[config.mk]
export PLATFORM = sky130hd
export DESIGN_NAME = frs_sequencer
export DESIGN_NICKNAME = d
export VERILOG_FILES = /design/src/frs_pkg.sv /design/src/frs_sequencer.sv /design/src/frs_timer.sv /design/src/frs_unlock.sv
export SDC_FILE = /design/constraint.sdc
export NUM_CORES = 2
export LEC_CHECK = 0
export ABC_AREA = 1
export ABC_CLOCK_PERIOD_IN_PS = 5800
export BUFFER_PORTS_ARGS = -buffer_cell sky130_fd_sc_hd__buf_4
export CAP_MARGIN = 10
export CORE_MARGIN = 1.5
export CORE_UTILIZATION = 45
export CTS_BUF_LIST = sky130_fd_sc_hd__clkbuf_8
export CTS_CLUSTER_SIZE = 40
export DETAILED_ROUTE_END_ITERATION = 7
export GPL_ROUTABILITY_DRIVEN = 0
export PLACE_DENSITY = 0.63
export SYNTH_ARGS = -nofsm -noshare
export SYNTH_HDL_FRONTEND = slang
export SYNTH_SLANG_ARGS = --single-unit
[constraint.sdc]
create_clock -name hclk -period 5.8 [get_ports hclk]
set_clock_uncertainty 0.05 [all_clocks]
set_input_delay 0.87 -clock hclk [delete_from_list [all_inputs] [get_ports hclk]]
set_output_delay 0.87 -clock hclk [all_outputs]
set_load 0.1 [all_outputs]
[src/frs_pkg.sv]
// Package for the flash row program and erase sequencer.
// Assumes a 32-bit AHB-Lite register bus and a 125 MHz system clock.
package frs_pkg;
  // Register byte addresses.
  localparam logic [7:0] CTRL_ADDR   = 8'h00;
  localparam logic [7:0] KEY_ADDR    = 8'h04;
  localparam logic [7:0] PAGE_ADDR   = 8'h08;
  localparam logic [7:0] OFFS_ADDR   = 8'h0c;
  localparam logic [7:0] BUFI_ADDR   = 8'h10;
  localparam logic [7:0] BUFD_ADDR   = 8'h14;
  localparam logic [7:0] STAT_ADDR   = 8'h18;
  localparam logic [7:0] MASK_ADDR   = 8'h1c;
  localparam logic [7:0] FLASH_ADDR  = 8'h20;
  // Control register fields.
  localparam int START_BIT = 15;
  localparam int ENABLE_BIT = 14;
  localparam int ERASE_BIT = 6;
  localparam int OP_HI = 3;
  localparam int OP_LO = 0;
  localparam logic [3:0] OP_ERASE   = 4'h2;
  localparam logic [3:0] OP_PROGRAM = 4'h1;
  // Unlock key values and field width.
  localparam logic [7:0] KEY_FIRST  = 8'h55;
  localparam logic [7:0] KEY_SECOND = 8'haa;
  localparam int KEY_W = 8;
  // Geometry.
  localparam int ROW_WORDS   = 64;
  localparam int PAGE_ROWS   = 8;
  localparam int PAGE_WORDS  = 512;
  localparam int WORD_W      = 24;
  localparam int IDX_W       = 6;
  localparam int ADDR_W      = 16;
  // Cycle times.
  localparam int CLK_MHZ     = 125;
  localparam int PROG_TIME_US  = 20;
  localparam int ERASE_TIME_US = 20;
  localparam int PROG_CYC  = PROG_TIME_US * CLK_MHZ;
  localparam int ERASE_CYC = ERASE_TIME_US * CLK_MHZ;
  localparam int CNT_W = 16;
  // Status bits.
  localparam int ST_DONE = 0;
  localparam int ST_REFUSED = 1;
  localparam int ST_W = 2;
  typedef enum logic [1:0] {FRS_IDLE, FRS_RUN} frs_state_e;
endpackage

[src/frs_sequencer.sv]
// Flash row program and page erase sequencer with an AHB-Lite register slave.
// Assumes one AHB-Lite master, single word transfers, and a flash port that accepts
// one word write per cycle while the sequencer runs.
// What this block does
// Reads of the unlock key register return zero in bits 15 to 8.
// The key bits 7 to 0 are write only and never read back a stored value.
// Programming writes one row, erase clears the whole eight-row page holding the row.
// An erase page is 512 instruction words over eight rows.
// Operation code 0010 in control bits 3 to 0 selects a page erase.
// An erase needs the erase bit 6 and the enable bit 14 set before starting.
// Software loads the page start into the table page pointer and offset before an erase.
// Writing 0x55 then 0xAA to the key register unlocks before the start bit is set.
// Setting start bit 15 launches the cycle and the block clears it at the end.
// The core is held stalled for the whole cycle and released when it ends.
// Operation code 0001 with erase clear and enable set selects row programming.
// The 64-word row buffer is filled before a row program starts.
// Software repeats buffer load and row program, stepping the offset, for a page.
// No erase or program runs unless the unlock sequence came first.
// Software waits out the full cycle time before assuming completion.
// Software should issue two no-operations right after setting the start bit.
// The unlock arms only on consecutive key writes and any other write or a launch disarms it.
`timescale 1ns/1ps
module frs_sequencer (
  input  wire logic        hclk,
  input  wire logic        hresetn,
  input  wire logic        hsel,
  input  wire logic [31:0] haddr,
  input  wire logic [1:0]  htrans,
  input  wire logic        hwrite,
  input  wire logic [2:0]  hsize,
  input  wire logic [31:0] hwdata,
  input  wire logic        hready,
  output logic [31:0]      hrdata,
  output logic             hreadyout,
  output logic             hresp,
  output logic             core_stall,
  output logic             flash_we,
  output logic [15:0]      flash_addr,
  output logic [23:0]      flash_wdata,
  output logic             flash_erase,
  output logic             irq
);
  // Address phase capture.
  logic        ap_wr_q;
  logic        ap_rd_q;
  logic [7:0]  ap_addr_q;
  logic        take;

  // Registers.
  logic [15:0] ctrl_q;
  logic [15:0] page_q;
  logic [15:0] offs_q;
  logic [5:0]  bidx_q;
  logic [1:0]  stat_q;
  logic [1:0]  mask_q;
  logic [23:0] row_buf [0:63];
  frs_pkg::frs_state_e st_q;

  // Row walk state.
  logic [5:0]  widx_q;
  logic        wwalk_q;
  logic [23:0] fdata_q;
  logic [15:0] faddr_q;
  logic        fwe_q;
  logic        ferase_q;

  // Decode wires.
  logic wr_ctrl;
  logic wr_key;
  logic wr_page;
  logic wr_offs;
  logic wr_bidx;
  logic wr_bdat;
  logic wr_stat;
  logic wr_mask;
  logic wr_other;
  logic unlocked;
  logic start_req;
  logic op_erase;
  logic op_prog;
  logic launch;
  logic refuse;
  logic t_busy;
  logic t_done;
  logic [15:0] t_count;
  logic [31:0] rd_mux;
  logic [15:0] page_base;
  logic [15:0] row_base;

  assign take = hsel && hready && htrans[1];
  assign wr_ctrl = ap_wr_q && (ap_addr_q == frs_pkg::CTRL_ADDR);
  assign wr_key  = ap_wr_q && (ap_addr_q == frs_pkg::KEY_ADDR);
  assign wr_page = ap_wr_q && (ap_addr_q == frs_pkg::PAGE_ADDR);
  assign wr_offs = ap_wr_q && (ap_addr_q == frs_pkg::OFFS_ADDR);
  assign wr_bidx = ap_wr_q && (ap_addr_q == frs_pkg::BUFI_ADDR);
  assign wr_bdat = ap_wr_q && (ap_addr_q == frs_pkg::BUFD_ADDR);
  assign wr_stat = ap_wr_q && (ap_addr_q == frs_pkg::STAT_ADDR);
  assign wr_mask = ap_wr_q && (ap_addr_q == frs_pkg::MASK_ADDR);
  assign wr_other = ap_wr_q && !wr_key;

  // erase operation code
  // erase and enable bits
  assign op_erase = (hwdata[frs_pkg::OP_HI:frs_pkg::OP_LO] == frs_pkg::OP_ERASE)
                    && hwdata[frs_pkg::ERASE_BIT] && hwdata[frs_pkg::ENABLE_BIT];
  // program operation code
  assign op_prog  = (hwdata[frs_pkg::OP_HI:frs_pkg::OP_LO] == frs_pkg::OP_PROGRAM)
                    && !hwdata[frs_pkg::ERASE_BIT] && hwdata[frs_pkg::ENABLE_BIT];
  assign start_req = wr_ctrl && hwdata[frs_pkg::START_BIT] && (st_q == frs_pkg::FRS_IDLE);
  // launch only when unlocked
  assign launch = start_req && unlocked && (op_erase || op_prog);
  assign refuse = start_req && !launch;
  assign t_count = op_erase ? 16'(frs_pkg::ERASE_CYC) : 16'(frs_pkg::PROG_CYC);

  // page base clears the row bits
  // 512 words per page
  assign page_base = offs_q & ~16'(frs_pkg::PAGE_WORDS - 1);
  assign row_base  = offs_q & ~16'(frs_pkg::ROW_WORDS - 1);

  // upper key bits read zero
  // key never read back
  assign rd_mux = (ap_addr_q == frs_pkg::CTRL_ADDR) ? {16'h0000, ctrl_q} :
                  (ap_addr_q == frs_pkg::KEY_ADDR)  ? 32'h00000000 :
                  (ap_addr_q == frs_pkg::PAGE_ADDR) ? {16'h0000, page_q} :
                  (ap_addr_q == frs_pkg::OFFS_ADDR) ? {16'h0000, offs_q} :
                  (ap_addr_q == frs_pkg::BUFI_ADDR) ? {26'h0000000, bidx_q} :
                  (ap_addr_q == frs_pkg::STAT_ADDR) ? {30'h00000000, stat_q} :
                  (ap_addr_q == frs_pkg::MASK_ADDR) ? {30'h00000000, mask_q} :
                  32'h00000000;

  // core stalled while busy
  assign core_stall = (st_q == frs_pkg::FRS_RUN);
  // A read's data phase takes one wait cycle so hrdata is registered from the settled
  // registers, which also lets a read see a write that ended just before it.
  assign hreadyout = !ap_rd_q;
  assign hresp = 1'b0;
  assign irq = |(stat_q & mask_q);
  assign flash_we = fwe_q;
  assign flash_addr = faddr_q;
  assign flash_wdata = fdata_q;
  assign flash_erase = ferase_q;

  frs_unlock u_unlock (
    .hclk     (hclk),
    .hresetn  (hresetn),
    .key_we   (wr_key),
    .other_we (wr_other),
    .key_data (hwdata[frs_pkg::KEY_W-1:0]),
    .launch   (launch),
    .unlocked (unlocked)
  );

  frs_timer u_timer (
    .hclk    (hclk),
    .hresetn (hresetn),
    .load    (launch),
    .count   (t_count),
    .busy    (t_busy),
    .done    (t_done)
  );

  always_ff @(posedge hclk or negedge hresetn) begin
    if (!hresetn) begin
      ap_wr_q   <= 1'b0;
      ap_rd_q   <= 1'b0;
      ap_addr_q <= 8'h00;
      hrdata    <= 32'h00000000;
    end else begin
      ap_wr_q   <= take && hwrite;
      ap_rd_q   <= take && !hwrite;
      ap_addr_q <= haddr[7:0];
      hrdata    <= (take && !hwrite) ? 32'h00000000 : hrdata;
      if (ap_rd_q) begin
        hrdata <= rd_mux;
      end
    end
  end

  // start launches and self clears
  always_ff @(posedge hclk or negedge hresetn) begin
    if (!hresetn) begin
      ctrl_q <= 16'h0000;
      st_q   <= frs_pkg::FRS_IDLE;
    end else begin
      if (st_q == frs_pkg::FRS_RUN && t_done) begin
        st_q <= frs_pkg::FRS_IDLE;
        ctrl_q[frs_pkg::START_BIT] <= 1'b0;
      end else if (launch) begin
        st_q   <= frs_pkg::FRS_RUN;
        ctrl_q <= hwdata[15:0];
      end else if (wr_ctrl && st_q == frs_pkg::FRS_IDLE) begin
        ctrl_q <= {1'b0, hwdata[14:0]};
      end
    end
  end

  // page pointer and offset
  always_ff @(posedge hclk or negedge hresetn) begin
    if (!hresetn) begin
      page_q <= 16'h0000;
      offs_q <= 16'h0000;
      mask_q <= 2'h0;
    end else begin
      if (wr_page) begin
        page_q <= hwdata[15:0];
      end
      if (wr_offs) begin
        offs_q <= hwdata[15:0];
      end
      if (wr_mask) begin
        mask_q <= hwdata[frs_pkg::ST_W-1:0];
      end
    end
  end

  // row buffer fill
  always_ff @(posedge hclk or negedge hresetn) begin
    if (!hresetn) begin
      bidx_q <= 6'h00;
    end else if (wr_bidx) begin
      bidx_q <= hwdata[frs_pkg::IDX_W-1:0];
    end else if (wr_bdat) begin
      bidx_q <= bidx_q + 6'h01;
    end
  end

  always_ff @(posedge hclk) begin
    if (wr_bdat) begin
      row_buf[bidx_q] <= hwdata[frs_pkg::WORD_W-1:0];
    end
  end

  // Set wins over a write-one clear so an event is never lost.
  always_ff @(posedge hclk or negedge hresetn) begin
    if (!hresetn) begin
      stat_q <= 2'h0;
    end else begin
      stat_q <= (stat_q & ~(wr_stat ? hwdata[frs_pkg::ST_W-1:0] : 2'h0))
                | {refuse, (st_q == frs_pkg::FRS_RUN) && t_done};
    end
  end

  // one row per program
  always_ff @(posedge hclk or negedge hresetn) begin
    if (!hresetn) begin
      widx_q   <= 6'h00;
      wwalk_q  <= 1'b0;
      fwe_q    <= 1'b0;
      ferase_q <= 1'b0;
      faddr_q  <= 16'h0000;
      fdata_q  <= 24'h000000;
    end else begin
      fwe_q    <= 1'b0;
      ferase_q <= 1'b0;
      if (launch && op_erase) begin
        ferase_q <= 1'b1;
        faddr_q  <= page_base;
      end else if (launch && op_prog) begin
        wwalk_q <= 1'b1;
        widx_q  <= 6'h00;
      end else if (wwalk_q) begin
        fwe_q   <= 1'b1;
        faddr_q <= row_base | {10'h000, widx_q};
        fdata_q <= row_buf[widx_q];
        widx_q  <= widx_q + 6'h01;
        if (widx_q == 6'(frs_pkg::ROW_WORDS - 1)) begin
          wwalk_q <= 1'b0;
        end
      end
    end
  end
endmodule

[src/frs_timer.sv]
// Down counter that times one erase or program cycle.
// Assumes load is a one-cycle pulse while the counter is idle.
`timescale 1ns/1ps
module frs_timer (
  input  wire logic        hclk,
  input  wire logic        hresetn,
  input  wire logic        load,
  input  wire logic [15:0] count,
  output logic             busy,
  output logic             done
);
  logic [15:0] cnt_q;
  logic [15:0] cnt_d;

  assign cnt_d = load ? count : ((cnt_q != 16'h0000) ? cnt_q - 16'h0001 : cnt_q);
  assign busy  = (cnt_q != 16'h0000);
  assign done  = (cnt_q == 16'h0001);

  always_ff @(posedge hclk or negedge hresetn) begin
    if (!hresetn) begin
      cnt_q <= 16'h0000;
    end else begin
      cnt_q <= cnt_d;
    end
  end
endmodule

[src/frs_unlock.sv]
// Unlock key tracker for the sequencer.
// Assumes key writes and other register writes arrive as one-cycle strobes.
`timescale 1ns/1ps
module frs_unlock (
  input  wire logic        hclk,
  input  wire logic        hresetn,
  input  wire logic        key_we,
  input  wire logic        other_we,
  input  wire logic [7:0]  key_data,
  input  wire logic        launch,
  output logic             unlocked
);
  logic half_q;
  logic half_d;
  logic unl_q;
  logic unl_d;

  // consecutive key writes
  assign half_d = key_we ? (key_data == frs_pkg::KEY_FIRST) : (other_we ? 1'b0 : half_q);
  // second key arms
  assign unl_d = launch ? 1'b0 :
                 key_we ? (half_q && key_data == frs_pkg::KEY_SECOND) :
                 (other_we ? 1'b0 : unl_q);
  assign unlocked = unl_q;

  always_ff @(posedge hclk or negedge hresetn) begin
    if (!hresetn) begin
      half_q <= 1'b0;
      unl_q  <= 1'b0;
    end else begin
      half_q <= half_d;
      unl_q  <= unl_d;
    end
  end
endmodule

Word-level counts from Yosys, hierarchy flattened
Memory sizes are Yosys's and may differ from the RTL's. A register that Yosys moved wholly into a read port is not among the register bits.
Index checks and enable logic that the tools add are counted.
Word-level totals
  input port bits: 74
  memory bits (writable): 1536
  memories: 1
  logic and storage cells: 136
  register bits: 145
  output and inout port bits: 78
Cells by class
  reduce and logical (&&, ||, !) cells: 52
  muxes and demuxes: 37
  bitwise logic cells: 8
  eq/ne operators: 15
  $add $sub $neg: 3
Memory list
  row_buf: words 64, bits a word 24, read ports 1, clocked after memory_dff 1, write ports 1, RTL line frs_sequencer.sv:56  | logic [23:0] row_buf [0:63];
Operators by type and width (count)
  $mux 16: 11
  $mux 32: 2
  $eq 8x5->1 const B: 4
  $mux 6: 5
  $logic_and 1x1->1: 27
  $eq 16x1->1 const B: 1
  $eq 8x4->1 const B: 2
  $or 16x6->16: 1
  $reduce_bool 16->1: 1
  $reduce_bool 2->1: 8
  $sub 16x1->16 const B: 1
  $mux 1: 14
  $add 6x1->6 const B: 2
  $mux 2: 5
  $eq 8x3->1 const B: 1
  $eq 8x7->1 const B: 1
  $eq 8x8->1 const B: 1
  $logic_not 8->1: 1
  $eq 6x6->1 const B: 1
  $logic_not 1->1: 6
  $reduce_and 2->1: 3
  $reduce_bool 3->1: 2
  $and 2x2->2: 2
  $eq 4x1->1 const B: 1
  10 further kinds: 12

Longest topological paths before layout
  word-level depth: 9
  mapped depth: 17
  mapped depth without buffers: 13

Hierarchy
From an unflattened synthesis, not the netlist that was laid out.
Second synthesis, totals
  cells, all modules: 6630
  area, all modules: 70632.7 um^2
By module, submodules not included
  frs_sequencer: seq. area each 49477.5 um^2, cells each 6444, area an instance 69366.5 um^2, times used 1
  frs_timer: seq. area each 400.4 um^2, cells each 162, area an instance 1119.8 um^2, times used 1
  frs_unlock: seq. area each 50.0 um^2, cells each 24, area an instance 146.4 um^2, times used 1

Worst setup path after synthesis
Ideal clock, no wire load.
  kind: register to register
  start point: reg ap_addr_q[7]
  end point: mem row_buf[13][0] (enable)
  setup slack: 1.633 ns
  cell stages (with the launch flop): 8
  library setup time: 0.466 ns
  arrival: 3.651 ns
  required time: 5.284 ns
  cell sequence: dfrtp_1 nor2_2 nand3_2 nor2_1 nand2_2 inv_1 nand4_1 nor4_1
Between the ends
  cells in the longest elaborated chain, start to end: 4
RTL lines
  start: declaration: RTL line frs_sequencer.sv:46  | logic [7:0] ap_addr_q;
  start signal: assignment: RTL line frs_sequencer.sv:170  | ap_addr_q <= haddr[7:0];
  $eq 8x5->1: RTL line frs_sequencer.sv:96  | assign wr_bdat = ap_wr_q && (ap_addr_q == frs_pkg::BUFD_ADDR);
  $logic_and 1x1->1: RTL line frs_sequencer.sv:96
  $mux 1: RTL line frs_sequencer.sv:227  | if (wr_bdat) begin
  $mux 1 (not written as such): RTL line frs_sequencer.sv:228  | row_buf[bidx_q] <= hwdata[frs_pkg::WORD_W-1:0];
  end: declaration: RTL line frs_sequencer.sv:56
Every way passes these cells.

Worst setup path in the final report
  start point: reg ap_wr_q
  end point: mem row_buf[22][18] (enable)
Between the ends
  cells in the longest elaborated chain, start to end: 3
RTL lines
  start: declaration: RTL line frs_sequencer.sv:44  | logic ap_wr_q;
  start signal: assignment: RTL line frs_sequencer.sv:168  | ap_wr_q <= take && hwrite;
  $logic_and 1x1->1: RTL line frs_sequencer.sv:96
  $mux 1: RTL line frs_sequencer.sv:227
  $mux 1 (not written as such): RTL line frs_sequencer.sv:228
Every way passes these cells.

==> flow_summary.yaml <==
final_layout:
  multi_input_area_sq_um: 17180
  nNetsFinal: 6985
  regArea_sq_um: 49940
  fill_cells: 13700
  final_cells: 9165
  design_area_sq_um: 79320
  drive_above_1_share_pct: 9.337
  area_growth_pct: 11.23
synthesis:
  ys_types: 47
  syn_avg_cell_area_sq_um: 10.59
  ys.flop_type: "edfxtp_1"
  synthesis.area_sq_um: 71320
  synth_top_cell_by_area: "edfxtp_1"
  synth_area_leaders: "edfxtp_1 65%, nand2_1 11%, dfrtp_1 5.3%"
  synth_most_common_cell: "nand2_1"
  synth-seq-cells: 1688
  synth_top_area_share_pct: 64.67
  synthTopCellsByCount: "2039 x nand2_1, 1536 x edfxtp_1, 748 x nand3_1"
  syn_inst: 6735
  synth_edf_count: 1536
  yosys_warnings: 0
  synth_async_sr_flop_share_pct: 9.005
  synth_seq_area_share_pct: 70.01
global_route:
  grt_pass1_vias: 45620
  grt_pass1_wl_mm: 289.9
  grtUsageTotal_pct: 24.10
  grt_overflow: 0
  grt_max_degree: 208
  antenna_found_initial: 3
critical_path:
  max_stage_delay_ns: 0.97
  crit_slowest_cell: "nand4_1"
  worstSetupEndpointType: "flop"
  path_common_cell: "inv_1"
  cp_cell_sequence: "inv_1 > nor2_1 > nand2_2 > inv_1 > nand4_1 > nor2_2 > buf_4"
  cp-start-kind: "flop"
  cp.arrival_ns: 4.17
  cp_max_fo: 24
  crit_required_ns: 6.33
  crit_type: "reg -> reg"
floorplan:
  start_util_pct: 45.50
  die_h_microns: 401.1
  pin_count: 152
  dieArea_sq_um: 160900
  rows: 145
  die_w_microns: 401.1
  core_sq_um: 156800
timing:
  relSlewSlack_pct: 19.74
  max_freq_mhz: 274.5
  fin_crit_ns: 3.643
  hold_violations: 0
  fin_crit_sh_pct: 62.80
  worst_pin_slew_ns: 1.200
  rsz0062_at_grt: "false"
  tns_ns: 0
  finalSetupViolCount: 0
  drv_slew: 0
  finalWorstSetupSlack_ns: 2.157
clock_tree:
  cts.clk_slew.worst_paths_ns: 0.06
  cts_root_buffer: "clkbuf_8"
  cts_tree: "built"
  cts.sinks: 1688
  post_cts_buffers: 0
  clk_path_buf_depth: 4
  htreeDepth: 5
  clock_latency_ns: 0.97
  cts_buffers: 297
routing:
  totalWireLength_mm: 196.5
  routedWlPerCell_microns: 21.44
  drt-initial-drc-count: 5050
  drcViolationCount: 0
  dr.pass1.iters: 6
  vias: 48270
  via_per_inst: 5.267
  ant_nets: 0
job:
  drv_cap: 0
pwr:
  peakVddDrop_v: 0.0001753
  leakage_nw: 31.98
  powerDensity_nw_per_um2: 296.3
place:
  place_area_sq_um: 74020
  post-place-ws_ns: 1.938
  place_inst: 8655
  place_hpwl_mm: 103.0
  io_buffers: 98
outcome:
  status: "finished clean"
worst_hold_path:
  hp-class: "in -> reg"
state kept, by name, summed over array words and instances (netlist names), 8 cells and up:
signal,count
ap_addr_q,8
flash_addr,16
u_timer.cnt_q,16
ctrl_q,16
offs_q,16
hrdata,16
flash_wdata,24
page_q,16
row_buf,1536
cells in the final DEF (no fill, tap or decap), types with 3 or more instances in the layout:
cell | synthesis | routed
nand2_1 | 2039 | 2039
edfxtp_1 | 1536 | 1536
inv_1 | 661 | 774
nand3_1 | 748 | 748
nor2_1 | 718 | 657
clkbuf_8 | 0 | 325
o21ai_0 | 301 | 301
buf_4 | 47 | 197
dfrtp_1 | 152 | 149
nor2_2 | 3 | 62
a21oi_1 | 59 | 59
clkinv_1 | 1 | 37
o21ai_1 | 32 | 32
conb_1 | 1 | 17
buf_12 | 0 | 15
clkinv_2 | 0 | 14
nor3_1 | 13 | 13
or2_2 | 13 | 13
nand4_1 | 12 | 12
xor2_1 | 12 | 12
and3_1 | 12 | 12
dlygate4sd3_1 | 0 | 10
diode_2 | 0 | 6
nor2_4 | 3 | 5
inv_2 | 6 | 5
nor4_2 | 1 | 5
ha_1 | 5 | 5
o221ai_1 | 4 | 4
nand3b_1 | 4 | 4
o211ai_1 | 4 | 4
o22ai_1 | 3 | 3
xnor2_1 | 3 | 3
dfrtp_4 | 0 | 3
worst paths after layout:
path                            from         endpoint  slack [ns]  cells past startpoint
max                          ap_wr_q  row_buf[22][18]        2.16                      7
max reg2reg                  ap_wr_q  row_buf[22][18]        2.16                      7
min in group asynchronous    hresetn        hrdata[7]        0.41                      2
max in group asynchronous    hresetn        widx_q[1]        4.03                      3
min reg2reg                page_q[8]        page_q[8]        0.43                      2
min                           hready          ap_wr_q        0.10                      3
where the power goes:
part           internal (mW)  switching, mW
logic                 0.0363          0.336
clock network           5.17           4.66
registers               13.3         0.0105
total                   18.5           5.00
worst max-delay path, delay by kind of cell (launching register included):
family	cells	cell delay (ns)
buffers and inverters	3	0.91
DFF	1	0.58
and+or+nand+nor	4	1.70
metal layers:
layer | track usage [%] | wire [microns]
met1 | 32.83 | 82640
met2 | 38.40 | 91350
met3 | 4.178 | 15400
met4 | 9.859 | 7123
met5 | 0 | 30
kinds of logic after synthesis:
group / share of synthesized area (%)
compound gates: 2.940
xor+xnor: 0.1842
fa+ha+maj: 0.08772
buf+inv: 6.254
flops: 70.01
other cells: 0.005258
simple gates: 20.52
cell type report:
cell class	instances	area share [%]
Clock buffer	325	5.639
Sequential cell	1688	62.96
Multi-Input combinational cell	4027	21.65
Tap cell	2058	3.246
Clock inverter	169	0.8975
Timing Repair Buffer	223	2.383
Inverter	669	3.207
Antenna cell	6	0.01893
stage by stage:
step / hold slack, ns / utilization (%) / power, mW
finish: 0.1045 / 50.61 / 23.50
global route: 0.06990 / 50.60 / 24.17
CTS: 0.008610 / 50.60 / 23.66
detailed placement: 0.4216 / 47.22 / 13.91
global placement: 0.4167 / 47.22 / 13.90
floorplan: 0.3970 / - / 13.64
repair_timing:
item                       in CTS  in global routing
hold endpoints to repair       80                  0
hold buffers                   10                  0
setup endpoints to repair       0                  0
resized for setup               0                  0
No activity file was read; power rests on OpenSTA's default activity.
